===== src/ebwh_map.vh =====
`ifndef EBWH_MAP_VH
`define EBWH_MAP_VH
// axi4-lite byte offsets
`define EBWH_CFG_OFF 8'h00
`define EBWH_CMD_OFF 8'h04
`define EBWH_STAT_OFF 8'h08
`define EBWH_RDATA_OFF 8'h0C
`define EBWH_WDATA_OFF 8'h10
// configuration field positions
`define EBWH_CFG_WAIT_LSB 0
`define EBWH_CFG_WAIT_MSB 3
`define EBWH_CFG_RWDLY 4
`define EBWH_CFG_ALEXT 5
`define EBWH_CFG_MUX 6
`define EBWH_CFG_TRI 7
`define EBWH_CFG_HOLDEN 8
`define EBWH_CFG_RESET 9'h000
// command bits
`define EBWH_CMD_GO 0
`define EBWH_CMD_WRITE 1
`define EBWH_CMD_REGAIN 2
// axi responses
`define EBWH_RESP_OKAY 2'b00
`define EBWH_RESP_SLVERR 2'b10
`endif


===== src/ebwh_sync.v =====
`timescale 1ns/1ps
// two-flop synchroniser for a group of pin inputs
module ebwh_sync #(
    parameter W = 2,
    parameter [W-1:0] INIT = {W{1'b1}}
) (
    clock,
    rst,
    d,
    q
);
    input wire clock;
    input wire rst;
    input wire [W-1:0] d;
    output reg [W-1:0] q;
    reg [W-1:0] meta_q; // first stage, read only by q

    // plain two-stage chain; inactive-high level after reset
    always @(posedge clock)
    begin
        if (rst)
        begin
            meta_q <= INIT;
            q <= INIT;
        end
        else
        begin
            meta_q <= d;
            q <= meta_q;
        end
    end
endmodule // ebwh_sync


===== src/ebwh_ctrl.v =====
// Overview of operation
// - latch read data at strobe end edge
// - delay settings apply to next cycle
// - full programmed wait count before ready check
// - read/write delay postpones strobe assertion
// - ready high adds wait, low ends
// - multiplexed bus appends mux, optional tristate
// - gap two cycles mux+tristate, else fewer
// - hold sampled, grant/regain launched on clock edges
// - running cycle finishes before grant
// - chip selects released, pulled up, on grant
// - regain request sent while granted; bus taken back only when hold withdrawn
`timescale 1ns/1ps
`include "ebwh_map.vh"
module ebwh_ctrl #(
    parameter WAIT_W = 4
) (
    clock,
    rst,
    awvalid,
    awready,
    awaddr,
    wvalid,
    wready,
    wdata,
    wstrb,
    bvalid,
    bready,
    bresp,
    arvalid,
    arready,
    araddr,
    rvalid,
    rready,
    rdata,
    rresp,
    bus_clock_output,
    ready_n,
    hold_n,
    data_in,
    data_out,
    data_oe_n,
    ale,
    rd_n,
    wr_n,
    cs_n_out,
    cs_n_oe_n,
    bus_grant_ack_n,
    bus_regain_request_n
);
    input wire clock;
    input wire rst;
    input wire awvalid;
    output wire awready;
    input wire [7:0] awaddr;
    input wire wvalid;
    output wire wready;
    input wire [31:0] wdata;
    input wire [3:0] wstrb;
    output reg bvalid;
    input wire bready;
    output reg [1:0] bresp;
    input wire arvalid;
    output wire arready;
    input wire [7:0] araddr;
    output reg rvalid;
    input wire rready;
    output reg [31:0] rdata;
    output reg [1:0] rresp;
    output wire bus_clock_output; // cpu clock driven out
    input wire ready_n; // external ready, active low, asynchronous
    input wire hold_n; // external bus request, active low
    input wire [15:0] data_in;
    output reg [15:0] data_out;
    output reg data_oe_n; // low while data pins are driven
    output reg ale;
    output reg rd_n;
    output reg wr_n;
    output wire cs_n_out;
    output reg cs_n_oe_n; // high lets the pull-up win
    output reg bus_grant_ack_n;
    output reg bus_regain_request_n;

    localparam [7:0] S_IDLE = 8'h01; // waiting for work
    localparam [7:0] S_ADDR = 8'h02; // address phase, ale high
    localparam [7:0] S_DLY = 8'h04; // read/write delay phase
    localparam [7:0] S_CMD = 8'h08; // strobe low, wait states
    localparam [7:0] S_RDY = 8'h10; // ready sampling
    localparam [7:0] S_MUX = 8'h20; // multiplex wait state
    localparam [7:0] S_TRI = 8'h40; // tristate wait state
    localparam [7:0] S_HELD = 8'h80; // bus given away

    reg [7:0] state_q;
    reg [8:0] cfg_q; // software configuration
    reg [8:0] act_q; // configuration of the running cycle
    reg go_q; // cycle request pending
    reg wr_q; // pending cycle is a write
    reg done_q; // last cycle completed
    reg [15:0] wdat_q;
    reg [15:0] rdat_q;
    reg [WAIT_W-1:0] cnt_q;
    reg regain_q; // software wants the bus back
    wire [1:0] sync_w;
    wire rdy_s_n;
    wire hold_s_n;

    // ready and hold pins pass two flops before any logic reads them
    ebwh_sync #(.W(2), .INIT(2'b11)) u_sync (
        .clock(clock),
        .rst(rst),
        .d({ready_n, hold_n}),
        .q(sync_w)
    );
    assign rdy_s_n = sync_w[1];
    assign hold_s_n = sync_w[0];

    // the bus clock is the cpu clock itself
    assign bus_clock_output = clock;
    assign cs_n_out = 1'b0;

    // bus cycle sequencer
    always @(posedge clock)
    begin
        if (rst)
        begin
            state_q <= S_IDLE;
            act_q <= 9'h000;
            cnt_q <= {WAIT_W{1'b0}};
            rdat_q <= 16'h0000;
            done_q <= 1'b0;
            ale <= 1'b0;
            rd_n <= 1'b1;
            wr_n <= 1'b1;
            data_out <= 16'h0000;
            data_oe_n <= 1'b1;
            cs_n_oe_n <= 1'b1;
            bus_grant_ack_n <= 1'b1;
            bus_regain_request_n <= 1'b1;
        end
        else
        begin
            case (state_q)
                S_IDLE:
                begin
                    cs_n_oe_n <= 1'b1;
                    if (!hold_s_n && cfg_q[`EBWH_CFG_HOLDEN])
                    begin
                        // no cycle is running here, so grant now
                        state_q <= S_HELD;
                        bus_grant_ack_n <= 1'b0;
                    end
                    else if (go_q)
                    begin
                        // delay settings sampled for this new cycle only
                        act_q <= cfg_q;
                        // one extra address clock when ale is extended
                        cnt_q <= {{(WAIT_W-1){1'b0}}, cfg_q[`EBWH_CFG_ALEXT]};
                        ale <= 1'b1;
                        cs_n_oe_n <= 1'b0;
                        done_q <= 1'b0;
                        data_out <= wdat_q;
                        state_q <= S_ADDR;
                    end
                end
                S_ADDR:
                begin
                    // extended ale stays high for one more clock
                    if (cnt_q != {WAIT_W{1'b0}})
                        cnt_q <= cnt_q - 1'b1;
                    else
                    begin
                        ale <= 1'b0;
                        data_oe_n <= ~wr_q;
                        cnt_q <= act_q[`EBWH_CFG_WAIT_MSB:`EBWH_CFG_WAIT_LSB];
                        if (act_q[`EBWH_CFG_RWDLY])
                            state_q <= S_DLY;
                        else
                        begin
                            rd_n <= wr_q;
                            wr_n <= ~wr_q;
                            state_q <= S_CMD;
                        end
                    end
                end
                S_DLY:
                begin
                    // strobe edge postponed by one clock
                    rd_n <= wr_q;
                    wr_n <= ~wr_q;
                    state_q <= S_CMD;
                end
                S_CMD:
                begin
                    // programmed wait states run out before ready counts
                    if (cnt_q != {WAIT_W{1'b0}})
                        cnt_q <= cnt_q - 1'b1;
                    else
                        state_q <= S_RDY;
                end
                S_RDY:
                begin
                    // ready high: another wait state; low: finish
                    if (!rdy_s_n)
                    begin
                        // data latched on the edge that ends the strobe
                        if (!wr_q)
                            rdat_q <= data_in;
                        rd_n <= 1'b1;
                        wr_n <= 1'b1;
                        data_oe_n <= 1'b1;
                        done_q <= 1'b1;
                        if (act_q[`EBWH_CFG_MUX])
                            state_q <= S_MUX;
                        else
                        begin
                            cs_n_oe_n <= 1'b1;
                            state_q <= S_IDLE;
                        end
                    end
                end
                S_MUX:
                begin
                    if (act_q[`EBWH_CFG_TRI])
                        state_q <= S_TRI;
                    else
                        state_q <= S_IDLE;
                end
                S_TRI:
                    state_q <= S_IDLE;
                S_HELD:
                begin
                    // chip selects float, pulled up by the board
                    cs_n_oe_n <= 1'b1;
                    bus_regain_request_n <= ~regain_q;
                    // regain only once the other master lets go
                    if (hold_s_n)
                    begin
                        bus_grant_ack_n <= 1'b1;
                        bus_regain_request_n <= 1'b1;
                        state_q <= S_IDLE;
                    end
                end
                default:
                    state_q <= S_IDLE;
            endcase
        end
    end

    // axi4-lite slave: one write and one read at a time
    wire wr_take = awvalid && wvalid && !bvalid;
    assign awready = wr_take;
    assign wready = wr_take;
    assign arready = !rvalid;
    wire busy = (state_q != S_IDLE) && (state_q != S_HELD);

    // register writes; a go issued while busy or already pending is dropped
    always @(posedge clock)
    begin
        if (rst)
        begin
            cfg_q <= `EBWH_CFG_RESET;
            go_q <= 1'b0;
            wr_q <= 1'b0;
            wdat_q <= 16'h0000;
            regain_q <= 1'b0;
            bvalid <= 1'b0;
            bresp <= `EBWH_RESP_OKAY;
        end
        else
        begin
            // launch consumes the request as the cycle starts
            if (state_q == S_IDLE && go_q && !(!hold_s_n &&
                cfg_q[`EBWH_CFG_HOLDEN]))
                go_q <= 1'b0;
            if (state_q == S_HELD && hold_s_n)
                regain_q <= 1'b0;
            if (bvalid && bready)
                bvalid <= 1'b0;
            if (wr_take)
            begin
                bvalid <= 1'b1;
                bresp <= `EBWH_RESP_OKAY;
                case (awaddr)
                    `EBWH_CFG_OFF:
                        if (wstrb[0] && wstrb[1])
                            cfg_q <= wdata[8:0];
                    `EBWH_CMD_OFF:
                    begin
                        if (wdata[`EBWH_CMD_GO] && !go_q && !busy)
                        begin
                            go_q <= 1'b1;
                            wr_q <= wdata[`EBWH_CMD_WRITE];
                        end
                        if (wdata[`EBWH_CMD_REGAIN])
                            regain_q <= 1'b1;
                    end
                    `EBWH_WDATA_OFF:
                        wdat_q <= wdata[15:0];
                    default:
                        bresp <= `EBWH_RESP_SLVERR;
                endcase
            end
        end
    end

    // register reads, answered one cycle after the address is taken
    always @(posedge clock)
    begin
        if (rst)
        begin
            rvalid <= 1'b0;
            rdata <= 32'h0000_0000;
            rresp <= `EBWH_RESP_OKAY;
        end
        else if (arvalid && !rvalid)
        begin
            rvalid <= 1'b1;
            rresp <= `EBWH_RESP_OKAY;
            case (araddr)
                `EBWH_CFG_OFF:
                    rdata <= {23'h000000, cfg_q};
                `EBWH_STAT_OFF:
                    rdata <= {20'h00000, ~bus_grant_ack_n, done_q,
                        busy | go_q, ~hold_s_n, state_q};
                `EBWH_RDATA_OFF:
                    rdata <= {16'h0000, rdat_q};
                `EBWH_WDATA_OFF:
                    rdata <= {16'h0000, wdat_q};
                `EBWH_CMD_OFF:
                    rdata <= {29'h00000000, regain_q, wr_q, go_q};
                default:
                begin
                    rdata <= 32'h0000_0000;
                    rresp <= `EBWH_RESP_SLVERR;
                end
            endcase
        end
        else if (rvalid && rready)
            rvalid <= 1'b0;
    end
endmodule // ebwh_ctrl


===== config.mk =====
export PLATFORM = sky130hd
export DESIGN_NAME = ebwh_ctrl
export DESIGN_NICKNAME = d
export VERILOG_FILES = /design/src/ebwh_sync.v /design/src/ebwh_ctrl.v
export VERILOG_INCLUDE_DIRS = /design/src /design/src/src
export SDC_FILE = /design/constraint.sdc
export NUM_CORES = 1
export LEC_CHECK = 0
export ABC_AREA = 1
export BUFFER_PORTS_ARGS = -buffer_cell sky130_fd_sc_hd__buf_2
export CAP_MARGIN = 30
export CELL_PAD_IN_SITES_DETAIL_PLACEMENT = 0
export CELL_PAD_IN_SITES_GLOBAL_PLACEMENT = 1
export CORE_UTILIZATION = 39
export CTS_CLUSTER_DIAMETER = 60
export CTS_CLUSTER_SIZE = 14
export DETAILED_ROUTE_END_ITERATION = 16
export PLACE_DENSITY_LB_ADDON = 0.1
export SLEW_MARGIN = 20
export SYNTH_ARGS = -nofsm -noshare
export SYNTH_HDL_FRONTEND = slang
export SYNTH_SLANG_ARGS = --single-unit

===== constraint.sdc =====
create_clock -name clock -period 3.4 [get_ports clock]
set_clock_uncertainty 0.1 [all_clocks]
set_input_delay 0.34 -clock clock [delete_from_list [all_inputs] [get_ports clock]]
set_output_delay 0.34 -clock clock [all_outputs]
set_load 0.05 [all_outputs]

==> results_tabular.tex, run 1 <==
\begin{tabular}{lr}
\hline
Metric & Value \\
\hline
\multicolumn{2}{l}{\textbf{Timing}} \\
\quad Setup violations, final & 0 \\
\quad Final hold viol count & 0 \\
\quad Accumulated negative setup slack & 0 ns \\
\quad RSZ-0062 raised after global routing & false \\
\quad Actual transition at the worst max-transition pin & 0.6965 ns \\
\quad Hold WS & 0.01259 ns \\
\quad Final max-slew violation count & 0 \\
\quad Worst slew margin relative to its limit & 53.52\% \\
\multicolumn{2}{l}{\textbf{Pwr}} \\
\quad Peak supply drop & 0.0004542 V \\
\quad Total power divided by cell area & 534.0 nW/um2 \\
\quad Total Power Consumption & 0.003218 W \\
\quad Leak & 2.694 nW \\
\multicolumn{2}{l}{\textbf{Synthesis}} \\
\quad Sequential-to-total area share from yosys stat & 43.74\% \\
\quad Most area-hungry cell type in the Yosys netlist & sky130\_fd\_sc\_hd\_\_dfxtp\_1 \\
\quad Combinational family with the most area after synthesis & simple AND/OR/NAND/NOR gates \\
\quad Dominant register cell in the synthesized netlist & sky130\_fd\_sc\_hd\_\_dfxtp\_1 \\
\quad Multiplexer share of the synthesized area & 0\% \\
\quad Combined area of all synthesized cells & 5080 um2 \\
\quad Ys Warns & 0 \\
\quad Most area-consuming cells after synthesis & sky130\_fd\_sc\_hd\_\_dfxtp\_1 44\%, sky130\_fd\_sc\_hd\_\_nand2\_1 11\%, sky130\_fd\_sc\_hd\_\_o21ai\_0 8.2\%, sky130\_fd\_sc\_hd\_\_a21oi\_1 8.0\%, sky130\_fd\_sc\_hd\_\_inv\_1 5.9\% \\
\quad Post-synthesis share of cell area spent on and, or, nand and nor gates & 25.12\% \\
\quad Fraction of synthesized cell area in xor and xnor cells & 0.3448\% \\
\quad Number of unique standard cell types used by synthesis & 34 \\
\quad Synth async-reset ratio & 0\% \\
\quad Post-synth EDFFs & 0 \\
\quad Number of instances in the synthesized netlist & 718 \\
\quad Post-synthesis share of cell area spent on full adders, half adders and majority gates & 0.4926\% \\
\quad Area fraction of the dominant cell type after synthesis & 43.74\% \\
\quad Post-synthesis compound-gate area fraction & 17.98\% \\
\quad Yosys reg bits & 111 \\
\quad Mean Syn Cell Area & 7.075 um2 \\
\multicolumn{2}{l}{\textbf{Routing}} \\
\quad Vias post-DR & 4,794 \\
\quad Final WL & 14,330 um \\
\quad Number of DRC violations after detailed-routing iteration 0 & 251 \\
\quad DR DRC count & 0 \\
\quad Detailed-route wire length per cell & 14.50 um \\
\quad Post-route antenna net violation count & 0 \\
\quad Number of vias per cell after detailed routing & 4.852 \\
\quad Number of optimization iterations in the first detailed-route pass & 4 \\
\multicolumn{2}{l}{\textbf{Worst setup path}} \\
\quad Largest fanout on the critical path & 2 \\
\quad Classification of the worst setup path & clock port to output port \\
\quad Required time reported for the critical path endpoint & 2.96 ns \\
\quad Crit path launch type & clock port \\
\quad Setup crit end kind & output port \\
\quad Launch instance of the worst register-to-register path & state\_q[1] \\
\quad Arrival time of the worst setup path & 2.15 ns \\
\quad Critical Path Start & clock \\
\multicolumn{2}{l}{\textbf{Run status}} \\
\quad Status & finished clean \\
\multicolumn{2}{l}{\textbf{GRT}} \\
\quad GR Overflow Total & 0 \\
\quad Via count of the first global-routing pass & 4,260 \\
\quad Initial antenna violation count & 0 \\
\quad Tot GR Track Use & 22.29\% \\
\quad Wire length of the first global-routing pass & 22,290 um \\
\quad Maximum number of pins on one net before global-route repair & 67 \\
\multicolumn{2}{l}{\textbf{Die}} \\
\quad Die Span Y & 116.1 um \\
\quad Starting Density & 40.09\% \\
\quad Chip width & 116.1 um \\
\quad Placement Rows & 41 \\
\quad Core ar. & 12,670 um2 \\
\quad Number of top-level pins & 143 \\
\quad Total die area & 13,490 um2 \\
\multicolumn{2}{l}{\textbf{CTS}} \\
\quad Worst-Skew Late Latency & 0.47 ns \\
\quad Post-CTS sizing & 0 \\
\quad CTS clock-pin slew for the worst setup and hold paths & 0.08 ns \\
\quad Clock tree from TritonCTS & done \\
\multicolumn{2}{l}{\textbf{Cells and area}} \\
\quad Net count reported at finish & 891 \\
\quad Share of the core filled with cells in the final layout & 47.56\% \\
\quad Signed area change from the synthesized netlist to the final layout & 18.62\% \\
\quad Leading cell type in the layout, fill and taps excluded & sky130\_fd\_sc\_hd\_\_nand2\_1 \\
\quad Proportion of layout cells with a drive suffix above 1 & 18.75\% \\
\quad Antenna cell count & 0 \\
\quad Commonest cells after routing, fill and taps aside & 147 x sky130\_fd\_sc\_hd\_\_nand2\_1, 111 x sky130\_fd\_sc\_hd\_\_dfxtp\_1, 105 x sky130\_fd\_sc\_hd\_\_buf\_2 \\
\multicolumn{2}{l}{\textbf{Place}} \\
\quad DP HPWL & 10,680 um \\
\quad Placer congestion estimate & 0.8729 \\
\quad Number of port buffers & 105 \\
\multicolumn{2}{l}{\textbf{Worst hold path}} \\
\quad Hold\_sp & wdata[12] \\
\quad HP Class & primary input to flop \\
\multicolumn{2}{l}{\textbf{Flow run}} \\
\quad MaxCap Viol Count & 0 \\
\hline
\end{tabular}
[per-stage QoR]
step	std cells	area [um2]	setup WS, ns
floorplan	736	5147	1.093
global placement	967	5619	1.072
detailed placement	967	5619	1.072
CTS	987	6016	0.8092
global route	988	6026	0.8004
finish	988	6026	0.8119
[timing repair]
action	in CTS	in global routing
buffers inserted	0	0
hold buffers	2	1
hold endpoints to repair	2	1
[kinds of logic (layout without fill, tap and decap cells)]
group           Yosys count  after routing
compound gates          178            178
xor+xnor                  2              2
fa+ha+maj                 2              2
buf+inv                 136            216
flops                   111            111
other cells               1             19
simple gates            288            288
[power breakdown]
group          internal [W]  total, W  leakage (nW)  switching, W
clock              0.000739   0.00132         0.189      0.000585
sequential          0.00133   0.00136         0.898     0.0000263
combinational      0.000148  0.000533          1.61      0.000386
[synthesized netlist by cell type (2+ instances only)]
| master | n |
|---|---|
| sky130_fd_sc_hd__inv_1 | 80 |
| sky130_fd_sc_hd__clkbuf_1 | 16 |
| sky130_fd_sc_hd__a21oi_1 | 81 |
| sky130_fd_sc_hd__or2_2 | 5 |
| sky130_fd_sc_hd__o21ai_0 | 83 |
| sky130_fd_sc_hd__nor2_2 | 3 |
| sky130_fd_sc_hd__nand4_1 | 9 |
| sky130_fd_sc_hd__nand2_2 | 4 |
| sky130_fd_sc_hd__inv_2 | 5 |
| sky130_fd_sc_hd__buf_4 | 21 |
| sky130_fd_sc_hd__nor3_1 | 3 |
| sky130_fd_sc_hd__dfxtp_1 | 111 |
| sky130_fd_sc_hd__nor2_1 | 64 |
| sky130_fd_sc_hd__nand3_1 | 42 |
| sky130_fd_sc_hd__buf_2 | 11 |
| sky130_fd_sc_hd__nand2_1 | 147 |
| sky130_fd_sc_hd__o21ai_1 | 4 |
| sky130_fd_sc_hd__xor2_1 | 2 |
| sky130_fd_sc_hd__nor2_4 | 5 |
| sky130_fd_sc_hd__o211ai_1 | 5 |
| sky130_fd_sc_hd__o22ai_1 | 3 |
| sky130_fd_sc_hd__ha_1 | 2 |
[flip-flops by register name, summed over array words and instances, names as in the netlist, 2 cells and up]
name,count
act_q,7
state_q,8
u_sync.meta_q,2
cnt_q,4
rdata,16
u_sync.q,2
wdat_q,16
rdat_q,16
cfg_q,9
data_out,16
[cell type report]
cell class                      count  area [um2]
Clock buffer                       13       305.3
Clock inverter                      6       76.32
Fill cell                        1355        6645
Inverter                           86       322.8
Multi-Input combinational cell    489        2303
Sequential cell                   111        2222
Tap cell                          172       215.2
Timing Repair Buffer              111       580.6
[worst max-delay path, cell delays in order]
cell and delay, ns:
sky130_fd_sc_hd__clkbuf_16 0.12, sky130_fd_sc_hd__clkbuf_16 0.13, sky130_fd_sc_hd__buf_2 0.20
[worst paths after layout]
kind                 endpoint  slack [ns]  depth (start not counted)
max          bus_clock_output        0.81                          3
min                wdat_q[12]        0.01                          3
min reg2reg       u_sync.q[1]        0.31                          1
max reg2reg         rdat_q[5]        1.35                          8
[routing by layer]
metal	wire length [um]	share of wire, %	global-route usage, %	vias up
met2	6136	43	32.82	143
li1	-	-	-	2462
met1	7147	50	31.98	2164
met5	0	0	0	-
met3	725	5.1	3.684	25
met4	318	2.2	9.829	0
Note: power is estimated with default switching activity, not from simulation.
==> run 2: changes to the inputs <==
--- a/config.mk
+++ b/config.mk
@@ -11,7 +11,7 @@
 export CAP_MARGIN = 30
 export CELL_PAD_IN_SITES_DETAIL_PLACEMENT = 0
 export CELL_PAD_IN_SITES_GLOBAL_PLACEMENT = 1
-export CORE_UTILIZATION = 39
+export CORE_UTILIZATION = 37
 export CTS_CLUSTER_DIAMETER = 60
 export CTS_CLUSTER_SIZE = 14
 export DETAILED_ROUTE_END_ITERATION = 16
==> constraint.sdc (replaced) <==
create_clock -name clock -period 2.4 [get_ports clock]
set_clock_uncertainty 0.1 [all_clocks]
set_input_delay 0.24 -clock clock [delete_from_list [all_inputs] [get_ports clock]]
set_output_delay 0.24 -clock clock [all_outputs]
set_load 0.05 [all_outputs]
==> run 2 against run 1 <==
  * Flip-flop and latch count unchanged
  * First-iteration DRC count down 16%
  * Global-route usage fell by 0.61 points
  * Setup slack worse by 0.40 ns
  * Sequential power grew 41%
  * Clock power is 37% higher
  * Die area grew 5.3%
  * Combinational power rose by 51%
  * Critical endpoint unchanged
==> results_tabular.tex, run 2 (synthesized netlist as in run 1, its figures left out) <==
\begin{tabular}{lr}
\hline
Metric & Value \\
\hline
\multicolumn{2}{l}{\textbf{Run status}} \\
\quad Status & finished clean (unchanged) \\
\multicolumn{2}{l}{\textbf{Routing}} \\
\quad DR DRC count & 0 (unchanged) \\
\quad Vias post-DR & 4,995 (was 4,794) \\
\quad Number of optimization iterations in the first detailed-route pass & 5 (was 4) \\
\quad Number of DRC violations after detailed-routing iteration 0 & 212 (was 251) \\
\quad Detailed-route wire length per cell & 14.56 um (was 14.50 um) \\
\quad Number of vias per cell after detailed routing & 4.840 (was 4.852) \\
\quad Post-route antenna net violation count & 0 (unchanged) \\
\quad Final WL & 15,030 um (was 14,330 um) \\
\multicolumn{2}{l}{\textbf{CTS}} \\
\quad Worst-Skew Late Latency & 0.47 ns (about the same) \\
\quad CTS clock-pin slew for the worst setup and hold paths & 0.08 ns (about the same) \\
\quad Number of buffers added for setup after CTS & 0 (unchanged) \\
\quad Clock tree from TritonCTS & done (unchanged) \\
\multicolumn{2}{l}{\textbf{GRT}} \\
\quad Tot GR Track Use & 21.69\% (was 22.29\%) \\
\quad Maximum number of pins on one net before global-route repair & 67 (unchanged) \\
\quad Initial antenna violation count & 0 (unchanged) \\
\quad GR Overflow Total & 0 (unchanged) \\
\quad Wire length of the first global-routing pass & 23,510 um (was 22,290 um) \\
\quad Via count of the first global-routing pass & 4,491 (was 4,260) \\
\multicolumn{2}{l}{\textbf{Die}} \\
\quad Starting Density & 38.21\% (was 40.09\%) \\
\quad Placement Rows & 42 (was 41) \\
\quad Die Span Y & 119.2 um (was 116.1 um) \\
\quad Core ar. & 13,300 um2 (was 12,670 um2) \\
\quad Total die area & 14,200 um2 (was 13,490 um2) \\
\quad Number of top-level pins & 143 (unchanged) \\
\quad Chip width & 119.2 um (was 116.1 um) \\
\multicolumn{2}{l}{\textbf{Cells and area}} \\
\quad Net count reported at finish & 930 (was 891) \\
\quad Proportion of layout cells with a drive suffix above 1 & 18.69\% (was 18.75\%) \\
\quad Leading cell type in the layout, fill and taps excluded & sky130\_fd\_sc\_hd\_\_nand2\_1 (unchanged) \\
\quad Signed area change from the synthesized netlist to the final layout & 25.81\% (was 18.62\%) \\
\quad Commonest cells after routing, fill and taps aside & 147 x sky130\_fd\_sc\_hd\_\_nand2\_1, 111 x sky130\_fd\_sc\_hd\_\_dfxtp\_1, 105 x sky130\_fd\_sc\_hd\_\_buf\_2 (unchanged) \\
\quad Antenna cell count & 0 (unchanged) \\
\quad Cell area after layout & 6391 um2 (was 6026 um2) \\
\multicolumn{2}{l}{\textbf{Place}} \\
\quad Placer congestion estimate & 0.8710 (was 0.8729) \\
\quad DP HPWL & 11,050 um (was 10,680 um) \\
\quad Number of port buffers & 105 (unchanged) \\
\quad Instance area at placement & 5669 um2 (was 5619 um2) \\
\quad Worst setup timing slack at the placement stage & 0.4169 ns (was 1.072 ns) \\
\multicolumn{2}{l}{\textbf{Pwr}} \\
\quad Leak & 2.856 nW (was 2.694 nW) \\
\quad Peak supply drop & 0.0003704 V (was 0.0004542 V) \\
\quad Total power divided by cell area & 709.8 nW/um2 (was 534.0 nW/um2) \\
\multicolumn{2}{l}{\textbf{Timing}} \\
\quad Final worst-path setup slack & 0.4079 ns (was 0.8119 ns) \\
\quad Accumulated negative setup slack & 0 ns (unchanged) \\
\quad Achievable frequency & 0.5060 GHz \\
\quad Final max-slew violation count & 0 (unchanged) \\
\quad Setup violations, final & 0 (unchanged) \\
\quad Hold WS & 0.07563 ns (was 0.01259 ns) \\
\quad Actual transition at the worst max-transition pin & 0.6358 ns (was 0.6965 ns) \\
\quad Worst slew margin relative to its limit & 57.61\% (was 53.52\%) \\
\quad RSZ-0062 raised after global routing & false (unchanged) \\
\quad Final hold viol count & 0 (unchanged) \\
\quad Final critical path time including I/O delays and setup & 1.992 ns \\
\quad Final period utilization & 83.01\% \\
\multicolumn{2}{l}{\textbf{Worst setup path}} \\
\quad Flop2flop setup slack & 0.42 ns (was 1.35 ns) \\
\quad Arrival time of the worst setup path & 1.65 ns (was 2.15 ns) \\
\quad Setup crit end kind & output port (unchanged) \\
\quad Largest fanout on the critical path & 2 (unchanged) \\
\quad Number of cells traversed by the worst register-to-register path & 8 (unchanged) \\
\quad Critical Path Start & clock (unchanged) \\
\quad Launch instance of the worst register-to-register path & state\_q[1] (unchanged) \\
\quad Required time reported for the critical path endpoint & 2.06 ns (was 2.96 ns) \\
\quad Classification of the worst setup path & clock port to output port (unchanged) \\
\quad Crit path launch type & clock port (unchanged) \\
\multicolumn{2}{l}{\textbf{Worst hold path}} \\
\quad Worst hold stages & 2 (was 3) \\
\quad Hold\_sp & rst (was wdata[12]) \\
\quad HP Class & primary input to flop (unchanged) \\
\multicolumn{2}{l}{\textbf{Flow run}} \\
\quad MaxCap Viol Count & 0 (unchanged) \\
\hline
\end{tabular}
[run 2: worst paths after layout]
kind | endpoint
hold reg to reg | u_sync.q[0]
hold / removal | bvalid
setup / recovery | bus_clock_output
setup reg to reg | rdat_q[8]
[run 2: area by class of cell]
class,instances,area (um2)
Fill cell,1365,6904
Multi-Input combinational cell,489,2303
Sequential cell,111,2222
Timing Repair Buffer,150,955.9
Inverter,86,322.8
Clock buffer,14,319.1
Tap cell,176,220.2
Clock inverter,6,47.55
[run 2: report_power, final]
group | switching [W] | total [W] | internal, W
Clock | 0.000835 | 0.00181 | 0.000973
Combinational | 0.000557 | 0.000806 | 0.000250
Sequential | 0.0000305 | 0.00192 | 0.00189
Total | 0.00142 | 0.00454 | 0.00311
[run 2: what timing repair did]
action,CTS,global route
endpoints found under the hold margin,46,0
hold buffers,36,0
resized for setup,0,0
[run 2: routing by layer]
layer	global-route usage (%)	wire, um
met1	30.34	7369
met2	33.47	6633
met3	3.065	800
met4	8.623	225
met5	0	0
[run 2: per-stage QoR]
step	utilization, %	total power, W	instances
floorplan	-	0.002636	736
global placement	42.64	0.002802	977
detailed placement	42.64	0.002807	977
CTS	48.07	0.004588	1032
global route	48.07	0.004765	1032
finish	48.07	0.004536	1032
[run 2: critical path: stages]
cell,delay [ns]
sky130_fd_sc_hd__clkbuf_16,0.12
sky130_fd_sc_hd__clkbuf_16,0.13
sky130_fd_sc_hd__buf_2,0.20
